<file path="config.mk">
export PLATFORM = sky130hd
export DESIGN_NAME = efm_mode_ctrl
export DESIGN_NICKNAME = d
export VERILOG_FILES = /design/src/efm_pkg.sv /design/src/efm_ais_if.sv /design/src/efm_ais_det.sv /design/src/efm_mode_ctrl.sv
export SDC_FILE = /design/constraint.sdc
export NUM_CORES = 1
export LEC_CHECK = 0
export BUFFER_PORTS_ARGS = -buffer_cell sky130_fd_sc_hd__buf_2
export CAP_MARGIN = 30
export CORE_MARGIN = 10
export CORE_UTILIZATION = 35
export DETAILED_ROUTE_END_ITERATION = 16
export PLACE_DENSITY = 0.62
export SYNTH_ARGS = -nofsm -noshare
export SYNTH_HDL_FRONTEND = slang
export SYNTH_SLANG_ARGS = --single-unit
</file>
<file path="constraint.sdc">
create_clock -name clk -period 10.05 [get_ports clk]
set_clock_uncertainty 0.2 [all_clocks]
set_input_delay 0.5025 -clock clk [delete_from_list [all_inputs] [get_ports clk]]
set_output_delay 0.5025 -clock clk [all_outputs]
set_load 0.02 [all_outputs]
</file>
<file path="src/efm_pkg.sv">
package efm_pkg;
  // Page and address map of the E1 control page
  localparam logic [3:0] PAGE_CTRL          = 4'h1;
  localparam logic [4:0] ADDR_MODE_SELECT   = 5'h10;
  localparam logic [4:0] ADDR_TX_ALARM      = 5'h11;
  localparam logic [4:0] ADDR_SLOT_ZERO     = 5'h12;
  localparam logic [4:0] ADDR_TX_MF_ALIGN   = 5'h13;
  localparam logic [4:0] ADDR_IRQ_SIG       = 5'h14;
  localparam logic [4:0] ADDR_CODING_LOOP   = 5'h15;
  localparam logic [4:0] ADDR_NON_FRAME     = 5'h16;
  localparam logic [4:0] ADDR_MF_LINK_SEL   = 5'h17;
  localparam logic [4:0] ADDR_TX_MESSAGE    = 5'h18;
  localparam logic [4:0] ADDR_ERROR_INSERT  = 5'h19;
  localparam logic [4:0] ADDR_SIGNAL_CTRL   = 5'h1A;
  localparam logic [4:0] ADDR_IRQ_MASK_0    = 5'h1B;
  localparam logic [4:0] ADDR_IRQ_MASK_1    = 5'h1C;
  localparam logic [4:0] ADDR_IRQ_MASK_2    = 5'h1D;
  localparam logic [4:0] ADDR_IRQ_MASK_3    = 5'h1E;
  localparam logic [4:0] ADDR_LINE_RX       = 5'h1F;
  localparam int         NUM_REGS           = 16;

  // Mode select field positions
  localparam int BIT_AIS_CRITERION_SEL  = 7;
  localparam int BIT_REMAINDER_MODIFY   = 6;
  localparam int BIT_INTERWORKING_DIS   = 5;
  localparam int BIT_REMOTE_ALARM_MAN   = 4;
  localparam int BIT_YBIT_MANUAL        = 3;
  localparam int BIT_CRC4_SYNC_DISABLE  = 2;
  localparam int BIT_BASIC_REFRAME      = 1;
  localparam int BIT_MF_REFRAME         = 0;
  // Other fields the block consumes
  localparam int BIT_TX_TRANSPARENT     = 2;  // slot_zero_ctrl
  localparam int BIT_INTL_NFAS          = 1;  // slot_zero_ctrl
  localparam int BIT_INTL_FAS           = 0;  // slot_zero_ctrl
  localparam int BIT_MANUAL_ALARM       = 5;  // non_frame_align_ctrl
  localparam int BIT_MANUAL_YBIT        = 2;  // tx_multiframe_align

  // Reset values
  localparam logic [7:0] REG_RESET      = 8'h00;
  localparam logic [7:0] READ_UNMAPPED  = 8'h00;

  // AIS window: one double frame
  localparam int AIS_WINDOW_BITS        = 512;
  localparam int AIS_ZERO_LIMIT         = 3;
  localparam int AIS_CNT_W              = 9;
endpackage : efm_pkg

</file>
<file path="src/efm_ais_if.sv">
// Bit stream into the AIS detector and its verdict back
interface efm_ais_if;
  logic rx_bit;
  logic rx_bit_valid;
  logic criterion_sel;
  logic ais_found;

  modport ctrl (output rx_bit, output rx_bit_valid, output criterion_sel, input ais_found);
  modport det  (input rx_bit, input rx_bit_valid, input criterion_sel, output ais_found);
endinterface : efm_ais_if

</file>
<file path="src/efm_ais_det.sv">
module efm_ais_det (
  input  wire logic clk,
  input  wire logic rst,
  efm_ais_if.det    ais
);
  import efm_pkg::*;

  logic [AIS_CNT_W-1:0] bit_cnt_ff;
  logic [1:0]           zero_cnt_ff;
  logic                 prev_quiet_ff;
  logic                 ais_ff;
  logic                 window_end;
  logic                 quiet_now;
  logic [1:0]           nxt_zero;

  assign window_end = ais.rx_bit_valid && (bit_cnt_ff == AIS_CNT_W'(AIS_WINDOW_BITS - 1));
  // Saturate at the limit: more zeros never matter
  assign nxt_zero   = (!ais.rx_bit && zero_cnt_ff != 2'(AIS_ZERO_LIMIT)) ?
                      zero_cnt_ff + 2'h1 : zero_cnt_ff;
  assign quiet_now  = (nxt_zero < 2'(AIS_ZERO_LIMIT));

  ////////////////////////////////////////////////////////////////////////////
  // Window and zero counters
  always_ff @(posedge clk or posedge rst) begin
    if (rst) begin
      bit_cnt_ff  <= '0;
      zero_cnt_ff <= 2'h0;
    end else if (ais.rx_bit_valid) begin
      bit_cnt_ff  <= window_end ? '0 : bit_cnt_ff + AIS_CNT_W'(1);
      zero_cnt_ff <= window_end ? 2'h0 : nxt_zero;
    end
  end

  // Verdict updated once per double frame
  always_ff @(posedge clk or posedge rst) begin
    if (rst) begin
      prev_quiet_ff <= 1'b0;
      ais_ff        <= 1'b0;
    end else if (window_end) begin
      prev_quiet_ff <= quiet_now;
      if (ais.criterion_sel) begin
        ais_ff <= quiet_now && prev_quiet_ff;
      end else begin
        ais_ff <= quiet_now;
      end
    end
  end

  assign ais.ais_found = ais_ff;
endmodule : efm_ais_det

</file>
<file path="src/efm_mode_ctrl.sv">
module efm_mode_ctrl (
  input  wire logic                 clk,
  input  wire logic                 rst,
  // Microprocessor port pins
  input  wire logic                 cs_n,
  input  wire logic                 rd_n,
  input  wire logic                 wr_n,
  input  wire logic [3:0]           page_sel,
  input  wire logic [4:0]           addr,
  input  wire logic [7:0]           data_in,
  output logic      [7:0]           data_out,
  output logic                      data_oe,
  // Framer side, same clock
  input  wire logic                 frame_start,
  input  wire logic                 rx_bit,
  input  wire logic                 rx_bit_valid,
  input  wire logic                 basic_sync_ok,
  input  wire logic                 mf_sync_ok,
  input  wire logic [3:0]           serial_tx_input,
  input  wire logic [3:0]           rx_crc_remainder,
  input  wire logic [3:0]           tx_change_crc,
  // Mode results
  output logic                      ais_detect,
  output logic                      interworking_en,
  output logic                      crc4_sync_en,
  output logic                      tx_a_bit,
  output logic                      tx_y_bit,
  output logic                      intl_bit_fas,
  output logic                      intl_bit_nfas,
  output logic                      intl_bits_from_reg,
  output logic [3:0]                tx_crc_bits,
  output logic                      basic_reframe_start,
  output logic                      mf_reframe_start,
  output logic [7:0]                irq_mask_0,
  output logic [7:0]                irq_mask_1,
  output logic [7:0]                irq_mask_2,
  output logic [7:0]                irq_mask_3
);
  import efm_pkg::*;

  ////////////////////////////////////////////////////////////////////////////
  // Pin synchronisers: the port is asynchronous to clk
  logic       cs_n_s1_ff;
  logic       cs_n_s2_ff;
  logic       rd_n_s1_ff;
  logic       rd_n_s2_ff;
  logic       wr_n_s1_ff;
  logic       wr_n_s2_ff;
  logic [3:0] page_s1_ff;
  logic [3:0] page_s2_ff;
  logic [4:0] addr_s1_ff;
  logic [4:0] addr_s2_ff;
  logic [7:0] din_s1_ff;
  logic [7:0] din_s2_ff;

  always_ff @(posedge clk or posedge rst) begin
    if (rst) begin
      cs_n_s1_ff <= 1'b1;
      cs_n_s2_ff <= 1'b1;
      rd_n_s1_ff <= 1'b1;
      rd_n_s2_ff <= 1'b1;
      wr_n_s1_ff <= 1'b1;
      wr_n_s2_ff <= 1'b1;
      page_s1_ff <= 4'h0;
      page_s2_ff <= 4'h0;
      addr_s1_ff <= 5'h00;
      addr_s2_ff <= 5'h00;
      din_s1_ff  <= 8'h00;
      din_s2_ff  <= 8'h00;
    end else begin
      cs_n_s1_ff <= cs_n;
      cs_n_s2_ff <= cs_n_s1_ff;
      rd_n_s1_ff <= rd_n;
      rd_n_s2_ff <= rd_n_s1_ff;
      wr_n_s1_ff <= wr_n;
      wr_n_s2_ff <= wr_n_s1_ff;
      page_s1_ff <= page_sel;
      page_s2_ff <= page_s1_ff;
      addr_s1_ff <= addr;
      addr_s2_ff <= addr_s1_ff;
      din_s1_ff  <= data_in;
      din_s2_ff  <= data_in_hold(din_s1_ff);
    end
  end

  // Identity helper keeps the second stage a plain register
  function automatic logic [7:0] data_in_hold(input logic [7:0] d);
    return d;
  endfunction

  ////////////////////////////////////////////////////////////////////////////
  // Address decode: four low lines select one of sixteen words
  function automatic logic hits_page(input logic [3:0] pg, input logic [4:0] a);
    return (pg == PAGE_CTRL) && a[4];
  endfunction

  function automatic logic [3:0] reg_index(input logic [4:0] a);
    return a[3:0];
  endfunction

  logic       wr_active;
  logic       wr_active_ff;
  logic [4:0] wr_addr_ff;
  logic [7:0] wr_data_ff;
  logic [3:0] wr_page_ff;
  logic       wr_commit;
  logic       rd_active;

  assign wr_active = !cs_n_s2_ff && !wr_n_s2_ff;
  assign rd_active = !cs_n_s2_ff && !rd_n_s2_ff && wr_n_s2_ff;
  // Commit at the end of the strobe, when data has surely settled
  assign wr_commit = wr_active_ff && !wr_active;

  // Capture address and data while the write strobe is low
  always_ff @(posedge clk or posedge rst) begin
    if (rst) begin
      wr_active_ff <= 1'b0;
      wr_addr_ff   <= 5'h00;
      wr_data_ff   <= 8'h00;
      wr_page_ff   <= 4'h0;
    end else begin
      wr_active_ff <= wr_active;
      if (wr_active) begin
        wr_addr_ff <= addr_s2_ff;
        wr_data_ff <= din_s2_ff;
        wr_page_ff <= page_s2_ff;
      end
    end
  end

  ////////////////////////////////////////////////////////////////////////////
  // Register file of the control page
  logic [7:0] regs_ff [NUM_REGS];

  always_ff @(posedge clk or posedge rst) begin
    if (rst) begin
      for (int i = 0; i < NUM_REGS; i++) begin
        regs_ff[i] <= REG_RESET;
      end
    end else if (wr_commit && hits_page(wr_page_ff, wr_addr_ff)) begin
      regs_ff[reg_index(wr_addr_ff)] <= wr_data_ff;
    end
  end

  logic [7:0] mode_sel;
  logic [7:0] slot_zero;
  logic [7:0] non_frame;
  logic [7:0] tx_mf_align;
  logic       transparent;

  assign mode_sel    = regs_ff[reg_index(ADDR_MODE_SELECT)];
  assign slot_zero   = regs_ff[reg_index(ADDR_SLOT_ZERO)];
  assign non_frame   = regs_ff[reg_index(ADDR_NON_FRAME)];
  assign tx_mf_align = regs_ff[reg_index(ADDR_TX_MF_ALIGN)];
  assign transparent = slot_zero[BIT_TX_TRANSPARENT];

  // Read data and drive enable, both registered
  always_ff @(posedge clk or posedge rst) begin
    if (rst) begin
      data_out <= READ_UNMAPPED;
      data_oe  <= 1'b0;
    end else begin
      data_oe <= rd_active;
      if (rd_active && hits_page(page_s2_ff, addr_s2_ff)) begin
        data_out <= regs_ff[reg_index(addr_s2_ff)];
      end else begin
        data_out <= READ_UNMAPPED;
      end
    end
  end

  // Mask words straight from their registers
  always_ff @(posedge clk or posedge rst) begin
    if (rst) begin
      irq_mask_0 <= REG_RESET;
      irq_mask_1 <= REG_RESET;
      irq_mask_2 <= REG_RESET;
      irq_mask_3 <= REG_RESET;
    end else begin
      irq_mask_0 <= regs_ff[reg_index(ADDR_IRQ_MASK_0)];
      irq_mask_1 <= regs_ff[reg_index(ADDR_IRQ_MASK_1)];
      irq_mask_2 <= regs_ff[reg_index(ADDR_IRQ_MASK_2)];
      irq_mask_3 <= regs_ff[reg_index(ADDR_IRQ_MASK_3)];
    end
  end

  ////////////////////////////////////////////////////////////////////////////
  // AIS detector
  efm_ais_if ais_bus ();

  assign ais_bus.rx_bit        = rx_bit;
  assign ais_bus.rx_bit_valid  = rx_bit_valid;
  assign ais_bus.criterion_sel = mode_sel[BIT_AIS_CRITERION_SEL];

  efm_ais_det u_ais_det (
    .clk (clk),
    .rst (rst),
    .ais (ais_bus.det)
  );

  always_ff @(posedge clk or posedge rst) begin
    if (rst) begin
      ais_detect <= 1'b0;
    end else begin
      ais_detect <= ais_bus.ais_found;
    end
  end

  ////////////////////////////////////////////////////////////////////////////
  // Transmit overhead bit selection
  always_ff @(posedge clk or posedge rst) begin
    if (rst) begin
      interworking_en <= 1'b0;
      tx_a_bit        <= 1'b0;
      tx_y_bit        <= 1'b1;
    end else begin
      interworking_en <= !mode_sel[BIT_INTERWORKING_DIS];
      if (mode_sel[BIT_REMOTE_ALARM_MAN]) begin
        tx_a_bit <= non_frame[BIT_MANUAL_ALARM];
      end else begin
        tx_a_bit <= basic_sync_ok;
      end
      if (mode_sel[BIT_YBIT_MANUAL]) begin
        tx_y_bit <= tx_mf_align[BIT_MANUAL_YBIT];
      end else begin
        tx_y_bit <= !mf_sync_ok;
      end
    end
  end

  // International bits only reach the line with CRC-4 sync off
  always_ff @(posedge clk or posedge rst) begin
    if (rst) begin
      crc4_sync_en       <= 1'b1;
      intl_bits_from_reg <= 1'b0;
      intl_bit_fas       <= 1'b1;
      intl_bit_nfas      <= 1'b1;
    end else begin
      crc4_sync_en       <= !mode_sel[BIT_CRC4_SYNC_DISABLE];
      intl_bits_from_reg <= mode_sel[BIT_CRC4_SYNC_DISABLE];
      intl_bit_fas       <= slot_zero[BIT_INTL_FAS];
      intl_bit_nfas      <= slot_zero[BIT_INTL_NFAS];
    end
  end

  ////////////////////////////////////////////////////////////////////////////
  // CRC-4 bits in slot zero during transparent transmit
  // Outside transparent mode the framer's own CRC is used, shown here as zero
  always_ff @(posedge clk or posedge rst) begin
    if (rst) begin
      tx_crc_bits <= 4'h0;
    end else if (!transparent) begin
      tx_crc_bits <= 4'h0;
    end else if (mode_sel[BIT_REMAINDER_MODIFY]) begin
      tx_crc_bits <= rx_crc_remainder ^ tx_change_crc;
    end else begin
      tx_crc_bits <= serial_tx_input;
    end
  end

  ////////////////////////////////////////////////////////////////////////////
  // Reframe requests: sampled once per frame so a short pulse
  // shorter than a frame may be missed, which the host must avoid
  logic basic_prev_ff;
  logic mf_prev_ff;

  always_ff @(posedge clk or posedge rst) begin
    if (rst) begin
      basic_prev_ff       <= 1'b0;
      mf_prev_ff          <= 1'b0;
      basic_reframe_start <= 1'b0;
      mf_reframe_start    <= 1'b0;
    end else if (frame_start) begin
      basic_prev_ff       <= mode_sel[BIT_BASIC_REFRAME];
      mf_prev_ff          <= mode_sel[BIT_MF_REFRAME];
      basic_reframe_start <= basic_prev_ff && !mode_sel[BIT_BASIC_REFRAME];
      mf_reframe_start    <= mf_prev_ff && !mode_sel[BIT_MF_REFRAME];
    end else begin
      basic_reframe_start <= 1'b0;
      mf_reframe_start    <= 1'b0;
    end
  end
endmodule : efm_mode_ctrl

</file>
; ---- Word level (Yosys, flattened, before mapping)
; Cells that the tools add are included.
; Widths: inputs -> output; s select.
[totals]
word_cells = 109
ff_bits = 256
out_inout_bits = 55
in_bits = 39
[op_classes]
n_lt_le_gt_ge = 4
bitwise_logic = 3
mux = 17
add_sub_neg = 2
n_reduce_logical = 24
n_eq_ne = 4
[op_table]
columns = cell, count
row1 = $bwmux 128, 1
row2 = $bmux 8 s4, 1
row3 = $demux 8 s4, 1
row4 = $mux 8, 4
row5 = $logic_and 1x1->1, 14
row6 = $ge 5x5->1 const B, 2
row7 = $logic_not 1->1, 10
row8 = $not 4->5, 2
row9 = $add 9x1->9 const B, 1
row10 = $eq 9x9->1 const B, 1
row11 = $mux 9, 1
row12 = $eq 4x1->1 const B, 2
row13 = $mux 4, 2
row14 = $lt 5x1->1 const B, 1
row15 = $mux 1, 5
row16 = $mux 2, 2
row17 = $xor 4x4->4, 1
row18 = $add 2x1->2 const B, 1
row19 = $lt 2x2->1 const B, 1
row20 = $ne 2x2->1 const B, 1

; ---- Longest topological paths before layout
; Gate-level depths: netlist (run 1).
[depth]
ltp_word = 6
mapped_depth = 7
depth_no_buf = 7

; ---- By module
; From an unflattened synthesis (run 1), not the netlist that was laid out.
[hier_totals]
cells_unflattened = 597
hier_area_um2 = 10080.9
[modules_own_cells]
columns = mod, seq_area_each_um2, cells_each, area_each_um2, instances
row1 = efm_mode_ctrl, 6093.3, 526, 9386.5, 1
row2 = efm_ais_det, 325.3, 71, 694.4, 1

; ---- Worst setup path before layout (run 1)
; OpenSTA, ideal clock, no wires.
[synth_timing]
path_kind = flip-flop to flip-flop
from = register cs_n_s2_ff
to = register regs_ff[0] (netlist bit)
t_required_ps = 9725
path_stages_with_launch = 7
setup_time_ps = 125
setup_slack_ps = 7914
synth_period_minus_slack_ps = 2136
path_buffers = 2
t_arrival_ps = 1812
path_cell_list = dfstp_2 > nor2_2 > nand4b_1 > buf_6 > buf_8 > nor3_4 > mux2_2
[synth_between]
elab_chain_len = 5
[synth_rtl]
columns = item, line_no
row1 = start: declaration, efm_mode_ctrl.sv:44  ; logic cs_n_s2_ff;
row2 = start signal: assignment, efm_mode_ctrl.sv:72  ; cs_n_s2_ff <= cs_n_s1_ff;
row3 = $logic_not 1->1, efm_mode_ctrl.sv:109  ; assign wr_active = !cs_n_s2_ff && !wr_n_s2_ff;
row4 = $logic_and 1x1->1, efm_mode_ctrl.sv:109
row5 = $logic_not 1->1, efm_mode_ctrl.sv:112  ; assign wr_commit = wr_active_ff && !wr_active;
row6 = $logic_and 1x1->1, efm_mode_ctrl.sv:112
row7 = $logic_and 1x1->1, efm_mode_ctrl.sv:140  ; end else if (wr_commit && hits_page(wr_page_ff, wr_addr_ff)) begin
row8 = end signal: indexed assignment, efm_mode_ctrl.sv:141  ; regs_ff[reg_index(wr_addr_ff)] <= wr_data_ff;
row9 = end: declaration, efm_mode_ctrl.sv:133  ; logic [7:0] regs_ff [NUM_REGS];
; Every way passes these cells.
; A chain may end at the register's enable or synchronous reset.

; ---- Worst setup path in the final report (run 1)
[layout_timing]
from = register wr_n_s2_ff
to = register regs_ff[20] (netlist bit)
[layout_between]
elab_chain_len = 5
[layout_rtl]
columns = item, line_no
row1 = start: declaration, efm_mode_ctrl.sv:48  ; logic wr_n_s2_ff;
row2 = start signal: assignment, efm_mode_ctrl.sv:76  ; wr_n_s2_ff <= wr_n_s1_ff;
row3 = $logic_not 1->1, efm_mode_ctrl.sv:109
row4 = $logic_and 1x1->1, efm_mode_ctrl.sv:109
row5 = $logic_not 1->1, efm_mode_ctrl.sv:112
row6 = $logic_and 1x1->1, efm_mode_ctrl.sv:112
row7 = $logic_and 1x1->1, efm_mode_ctrl.sv:140
; Every way passes these cells.

==> results of run 1 <==
[layer usage]
layer	track usage, %	routed length, um
met4	2.717	383
met5	0	0
met3	2.517	957
met2	18.40	9777
met1	16.19	9628
[synth_stat cells, drive strengths merged]
library cell / n
nand2: 13
nor2: 9
nor4: 5
mux2i: 11
nand4b: 1
inv: 10
dfstp: 10
mux4: 32
clkbuf: 11
a22oi: 1
nor3b: 1
or2: 2
buf: 20
nand3: 4
o211a: 4
xnor2: 6
dfrtp: 246
o21a: 1
nor4b: 3
xor2: 1
o21ai: 3
nand2b: 5
ha: 3
o2bb2ai: 12
nand4: 3
nor3: 13
mux2: 158
a31oi: 1
a21oi: 4
nand3b: 1
o22ai: 2
[worst paths after layout]
path	start	end	slack [ns]	cells past startpoint
setup / recovery	wr_n_s2_ff$_DFF_PP1_	regs_ff[20]$_DFFE_PP0P_	7.39	5
hold / removal	rx_bit_valid	u_ais_det.bit_cnt_ff[5]$_DFFE_PP0P_	0.14	2
setup reg to reg	wr_n_s2_ff$_DFF_PP1_	regs_ff[20]$_DFFE_PP0P_	7.39	5
hold reg to reg	page_s1_ff[2]$_DFF_PP0_	page_s2_ff[2]$_DFF_PP0_	0.15	0
max in group asynchronous	rst	non_frame[7]$_DFFE_PP0P_	7.84	4
min in group asynchronous	rst	addr_s1_ff[1]$_DFF_PP0_	0.42	3
[layout make-up]
class	count	area share [%]
multi-input cells	299	28.24
inverters	10	0.3720
well taps	378	3.906
flip-flops and latches	256	53.02
clock inverters	10	0.9299
clock buffers	39	6.716
repair buffers	128	6.820
[per-stage QoR]
| stage | hold slack [ns] | setup slack, ns |
|---|---|---|
| 6_report | 0.1398 | 7.394 |
| 5_1_grt | 0.1359 | 7.240 |
| 4_1_cts | 0.1189 | 7.354 |
| 3_5_place_dp | 0.1347 | 7.354 |
| 3_3_place_gp | 0.1354 | 7.380 |
| 2_1_floorplan | 0.1312 | 2.322 |
[power by group]
| group | switching (mW) | internal (mW) |
|---|---|---|
| Clock | 0.398 | 0.613 |
| Combinational | 0.0889 | 0.0811 |
| Sequential | 0.0631 | 1.08 |
[worst max-delay path: stages (launching register included)]
cell	delay (ns)
dfstp_2	0.54
nor2_2	0.17
nand4b_1	0.23
buf_4	0.28
nor3_2	0.70
mux2_2	0.41
[logic make-up after synthesis]
family / share of synthesized area (%)
buf+inv: 1.823
fa+ha+maj: 0.3746
mux: 26.05
simple gates: 4.957
xor+xnor: 0.6118
compound gates: 2.135
flops: 64.05
[what timing repair did]
action,CTS,global route
hold buffers,28,0
hold endpoints to repair,122,0
resized for setup,0,0
==> impl_metrics.toml, run 1 <==
[floorplanning]
die_h_um = 189.2
die-width_um = 189.2
start_util_pct = 35.78
num_rows = 61
io_pins = 94
coreArea_mm2 = 0.02801
die_area_mm2 = 0.03580

[placement]
gp_congestion = 0.7230
hpwl_um = 13580
dpl.cell_count = 1042
placed_cell_area_mm2 = 0.01088
port_buffers = 93

[cts]
path_clk_slew_ns = 0.06
ctsHtreeMaxLevel = 1
cts_buffer_depth = 3
cts.sinks = 256
post-cts-setup-buffers = 0
cts_tree = "yes"
clk-insertion-delay-late_ns = 0.53
root_buffer = "clkbuf_16"
cts_buffers = 28

[sta]
worst_slew_pin_slew_ns = 0.9732
fmax_mhz = 376.5
setup_viol = 0
fin_tns_setup_ns = 0
slew_viol_final = 0
hold_viol = 0
slew_headroom_pct = 35.05
final.min_clock_period_ns = 2.656
fin_crit_sh_pct = 26.43
rsz0062_at_grt = "no"

[cells_and_area]
fill_cells = 2549
diodes = 0
design_area_mm2 = 0.01211
final_common_cell = "dfrtp_1"
finish.utilization_pct = 43.23
seq_area_mm2 = 0.006420
fin_cells = 1120
final_cell_mix = "245 x dfrtp_1, 158 x mux2_2, 93 x buf_2"
drive_above_1_share_pct = 49.19
reg.largest.list = "regs_ff x96, u_ais_det.bit_cnt_ff x9"
largest_reg_flops = 96
largest_register = "regs_ff"
multi_input_comb_area_mm2 = 0.003420
fin_nets = 765
area.growth.synth_to_final_pct = 20.84

[synth]
syn_area_mm2 = 0.01002
syn_area_per_cell_um2 = 16.81
ys_types = 38
synthesis.nets = 638
ys_seq_area_share_pct = 64.05
yosys.area.top_type = "dfrtp_1"
netlist_instances = 596
ys_warn_count = 0
synth_seq_cells = 256
synth_top_area_share_pct = 61.43
synth_area_leaders = "dfrtp_1 61%, mux2_2 18%, mux4_2 7.2%"

[run_status]
status = "completed"

[min_path]
min_path_type = "primary input to flop"

[detailed_routing]
via_count = 5358
totalWireLength_um = 20750
drt_iter0_markers = 181
dr.pass1.iters = 4
wire_per_inst_um = 18.52
drcViolationCount = 0
viasPerCell = 4.784
drtAntennaViolNets = 0

[global_route]
grt_pass1_wl_um = 33690
antenna_found_initial = 0
grt_overflow_total = 0
grtUsageTotal_pct = 11.69
grt_pass1_vias = 5776
grt_max_degree = 116

[flow_run]
maxCapViolCount = 0

[power_and_ir_drop]
peakVddDrop_mv = 0.1376
total_power_mw = 2.329
leakage_nw = 5.864
power_density_mw_per_mm2 = 192.3

[setup_path]
critPathRequiredTime_ns = 10.26
crit_path_end_kind = "flop"
crit_path_max_fanout = 19
cp-start-kind = "flop"
critPathArrivalTime_ns = 2.87
crit_type = "flop to flop"
Power figures use the tool's default switching activity.
==> run 2, diff against run 1 <==
==> constraint.sdc (replaced) <==
create_clock -name clk -period 2.75 [get_ports clk]
set_clock_uncertainty 0.2 [all_clocks]
set_input_delay 0.1375 -clock clk [delete_from_list [all_inputs] [get_ports clk]]
set_output_delay 0.1375 -clock clk [all_outputs]
set_load 0.02 [all_outputs]
==> impl_metrics.toml, run 2 (same netlist as run 1, synthesis figures left out) <==
[floorplanning]
io_pins = 94
die-width_um = 189.2
coreArea_mm2 = 0.02801
die_h_um = 189.2
die_area_mm2 = 0.03580
start_util_pct = 35.78
num_rows = 61

[setup_path]
crit_path_max_fanout = 16
crit_path_cell_trace = "nor4b_1 > nand4b_1 > buf_12 > nor4_4 > buf_4 > mux2_2"
slowest_stage = "dfrtp_1"
cp_top_family = "simple AND/OR/NAND/NOR gates"
crit_path_end_kind = "flop"
critPathArrivalTime_ns = 2.55
crit_start = "wr_page_ff[1]$_DFFE_PP0P_"
slowest_delay_ns = 0.38
crit_type = "flop to flop"
r2r_start = "wr_page_ff[1]$_DFFE_PP0P_"
rrSetupSlack_ns = 0.40
crit_cells = 6
r2r-end = "tx_mf_align[6]$_DFFE_PP0P_"
cp-start-kind = "flop"
critPathRequiredTime_ns = 2.95
worstSetupEndpoint = "tx_mf_align[6]$_DFFE_PP0P_"
reg2regPathDepth = 6
path_buf_inv = 2

[power_and_ir_drop]
total_power_mw = 8.342
leakage_nw = 6.005
power_density_mw_per_mm2 = 677.3
peakVddDrop_mv = 0.4431

[detailed_routing]
wire_per_inst_um = 17.94
dr.pass1.iters = 4
via_count = 5427
totalWireLength_um = 20620
drt_iter0_markers = 214
drcViolationCount = 0
viasPerCell = 4.723
drtAntennaViolNets = 0

[cells_and_area]
final_cell_mix = "245 x dfrtp_1, 158 x mux2_2, 93 x buf_2"
area.growth.synth_to_final_pct = 22.92
largest_register = "regs_ff"
largest_reg_flops = 96
final_common_cell = "dfrtp_1"
design_area_mm2 = 0.01232
reg.largest.list = "regs_ff x96, u_ais_det.bit_cnt_ff x9"
finish.utilization_pct = 43.98
diodes = 0
fin_nets = 793
drive_above_1_share_pct = 49.42

[flow_run]
maxCapViolCount = 0

[sta]
worst_slew_pin_slew_ns = 0.6839
fmax_mhz = 426.2
hold_viol = 0
hold_slack_ns = 0.04768
slew_headroom_pct = 54.41
slew_viol_final = 0
final.min_clock_period_ns = 2.346
rsz0062_at_grt = "no"
fin_crit_sh_pct = 85.32
setup_viol = 0

[global_route]
grt_max_degree = 124
grt_overflow_total = 0
antenna_found_initial = 0
grt_pass1_vias = 6004
grtUsageTotal_pct = 11.63
grt_pass1_wl_um = 33840

[cts]
path_clk_slew_ns = 0.06
cts_buffers = 27
clk-insertion-delay-late_ns = 0.53
cts_resized = 0
cts.sinks = 256
root_buffer = "clkbuf_16"
cts_tree = "yes"
ctsHtreeMaxLevel = 1
cts_buffer_depth = 3

[run_status]
status = "completed"

[placement]
hpwl_um = 13360
port_buffers = 93
gp_congestion = 0.7135
placed_cell_area_mm2 = 0.01111

[min_path]
min_path_type = "primary input to flop"
[run 2: cell count changes in the layout (fill, tap and decap cells not counted)]
cell / before / now
buf_8: 1 / 0
buf_16: 1 / 0
inv_6: 0 / 1
clkinv_4: 2 / 1
clkbuf_8: 5 / 3
inv_8: 1 / 0
clkbuf_1: 5 / 11
buf_12: 0 / 6
clkinvlp_4: 2 / 1
dlygate4sd3_1: 28 / 35
clkbuf_16: 29 / 27
buf_4: 5 / 23
[run 2: power breakdown]
part           leakage [nW]  internal [mW]  switching [mW]
sequential             3.38           3.96           0.216
combinational          2.21          0.310           0.338
clock                 0.420           2.09            1.43
[run 2: what timing repair did]
action / CTS / global route
setup endpoints to repair: 0 / 0
hold buffers: 35 / 0
hold endpoints to repair: 297 / 0
buffers inserted: 0 / 0
[run 2: layer usage]
metal	routed length (um)	global-route usage (%)	vias to the layer above
met5	0	0	-
met4	391	2.625	0
met3	891	2.315	33
met2	9576	18.51	90
met1	9757	16.05	2831
li1	-	-	2473
[run 2: stage by stage]
stage / TNS (ns) / std cells / worst slack, ns
after floorplan: -234.58 / 596 / -0.9510
after global placement: 0 / 1065 / 0.4381
after detailed placement: 0 / 1065 / 0.4144
after CTS: 0 / 1149 / 0.3728
after global routing: 0 / 1149 / 0.3158
final: 0 / 1149 / 0.4038
[run 2: worst min path at each step]
stage / startpoint / to / slack [ns] / depth (start not counted)
global placement: rst / addr_s1_ff[1]$_DFF_PP0_ / -0.1 / 2
detailed placement: rst / addr_s1_ff[1]$_DFF_PP0_ / -0.09 / 2
global route: data_in[0] / din_s1_ff[0]$_DFF_PP0_ / 0.04 / 2
CTS: data_in[1] / din_s1_ff[1]$_DFF_PP0_ / 0.02 / 2
finish: data_in[0] / din_s1_ff[0]$_DFF_PP0_ / 0.05 / 2
floorplan: cs_n / cs_n_s1_ff$_DFF_PP1_ / -0.06 / 0
[run 2: cell type report]
cell class	instances	area, um^2
fill	2526	15690
clock buffer	41	758.2
timing repair buffer	157	1109
inverter	10	41.29
sequential	256	6420
multi-input combinational	299	3420
tap	378	473.0
clock inverter	8	97.59
==> run 3, diff against run 2 <==
--- a/config.mk
+++ b/config.mk
@@ -10,6 +10,7 @@
 export CORE_MARGIN = 10
 export CORE_UTILIZATION = 35
 export DETAILED_ROUTE_END_ITERATION = 16
+export MAX_ROUTING_LAYER = met4
 export PLACE_DENSITY = 0.62
 export SYNTH_ARGS = -nofsm -noshare
 export SYNTH_HDL_FRONTEND = slang
==> impl_metrics.toml, run 3 (same netlist as run 1, synthesis figures left out) <==
[cells_and_area]
finish.utilization_pct = 43.98
diodes = 0
final_cell_mix = "245 x dfrtp_1, 158 x mux2_2, 93 x buf_2"
drive_above_1_share_pct = 49.42
reg.largest.list = "regs_ff x96, u_ais_det.bit_cnt_ff x9"
final_common_cell = "dfrtp_1"
area.growth.synth_to_final_pct = 22.92
fin_nets = 793
largest_reg_flops = 96
fin_cells = 1149
largest_register = "regs_ff"

[setup_path]
cp-start-kind = "flop"
slowest_stage = "dfrtp_1"
crit_type = "flop to flop"
slowest_delay_ns = 0.38
critPathArrivalTime_ns = 2.55
r2r_start = "wr_page_ff[1]$_DFFE_PP0P_"
crit_path_end_kind = "flop"
rrSetupSlack_ns = 0.40
crit_path_max_fanout = 16
cp_top_family = "simple AND/OR/NAND/NOR gates"
reg2regPathDepth = 6
critPathRequiredTime_ns = 2.95
crit_path_cell_trace = "nor4b_1 > nand4b_1 > buf_12 > nor4_4 > buf_4 > mux2_2"
crit_start = "wr_page_ff[1]$_DFFE_PP0P_"
path_buf_inv = 2
r2r-end = "tx_mf_align[6]$_DFFE_PP0P_"
crit_cells = 6
worstSetupEndpoint = "tx_mf_align[6]$_DFFE_PP0P_"

[power_and_ir_drop]
total_power_mw = 8.348
peakVddDrop_mv = 0.4449
power_density_mw_per_mm2 = 677.7
leakage_nw = 6.005

[cts]
root_buffer = "clkbuf_16"
cts_buffer_depth = 3
clk-insertion-delay-late_ns = 0.53
post-cts-setup-buffers = 0
ctsHtreeMaxLevel = 1
cts_tree = "yes"
path_clk_slew_ns = 0.06
cts.sinks = 256
cts_buffers = 27
cts_hold_buffers = 35
cts_resized = 0

[sta]
fin_crit_sh_pct = 85.37
setup_viol = 0
slew_viol_final = 0
rsz0062_at_grt = "no"
slew_headroom_pct = 55.59
fmax_mhz = 426.0
final.min_clock_period_ns = 2.348
hold_viol = 0
worst_slew_pin_slew_ns = 0.6662

[detailed_routing]
via_count = 5443
viasPerCell = 4.737
drcViolationCount = 0
wire_per_inst_um = 17.96
dr.pass1.iters = 4
drt_iter0_markers = 212
drtAntennaViolNets = 0
totalWireLength_um = 20640

[placement]
hpwl_um = 13360
port_buffers = 93
gp_congestion = 0.7216
dpl.cell_count = 1065

[flow_run]
maxCapViolCount = 0

[floorplanning]
die_area_mm2 = 0.03580
die-width_um = 189.2
io_pins = 94
num_rows = 61
die_h_um = 189.2
start_util_pct = 35.78
coreArea_mm2 = 0.02801

[global_route]
grtUsageTotal_pct = 11.98
grt_pass1_vias = 6009
grt_pass1_wl_um = 33860
antenna_found_initial = 0
grt_max_degree = 124
grt_overflow_total = 0

[min_path]
min_path_type = "primary input to flop"

[run_status]
status = "completed"
==> run 3: cell counts in the layout (fill, tap and decap cells not counted) <==
No cell type changed its count.
==> run 3: layer usage <==
metal / GRT usage, % / vias up / wire [um]
met5: - / - / 0
met4: 2.625 / 0 / 399
met3: 2.205 / 32 / 854
met2: 18.53 / 99 / 9621
met1: 16.16 / 2838 / 9766
li1: - / 2474 / -
==> run 3: layout make-up <==
type	instances	area, um^2
well taps	378	473.0
inverters	10	41.29
repair buffers	157	1109
multi-input cells	299	3420
fillers	2526	15690
clock inverters	8	97.59
flip-flops and latches	256	6420
clock buffers	41	758.2
==> run 3: how the worst min path moves through the flow <==
stage	endpoint	startpoint	cells after the start
after detailed placement	addr_s1_ff[1]$_DFF_PP0_	rst	2
after global routing	din_s1_ff[0]$_DFF_PP0_	data_in[0]	2
after floorplan	cs_n_s1_ff$_DFF_PP1_	cs_n	0
after global placement	addr_s1_ff[1]$_DFF_PP0_	rst	2
after CTS	din_s1_ff[1]$_DFF_PP0_	data_in[1]	2
final	din_s1_ff[0]$_DFF_PP0_	data_in[0]	2
==> run 3: per-stage QoR <==
stage | hold WS [ns] | setup slack, ns | area (um^2) | setup TNS, ns
final | 0.04729 | 0.4023 | 12320 | 0
after global routing | 0.04440 | 0.3158 | 12320 | 0
after CTS | 0.02301 | 0.3728 | 12320 | 0
after detailed placement | -0.09469 | 0.4144 | 11110 | 0
after global placement | -0.09730 | 0.4381 | 11110 | 0
after floorplan | -0.05802 | -0.9510 | 10020 | -234.58
==> run 3: report_power, final <==
| group | switching [mW] | leakage [nW] | internal [mW] |
|---|---|---|---|
| Clock | 1.43 | 0.420 | 2.09 |
| Combinational | 0.340 | 2.21 | 0.310 |
| Sequential | 0.215 | 3.38 | 3.96 |
==> run 3: worst register-to-register path: stages (launching register included) <==
cell,delay [ns]
dfrtp_1,0.38
nor4b_1,0.34
nand4b_1,0.21
buf_12,0.23
nor4_4,0.34
buf_4,0.21
mux2_2,0.33
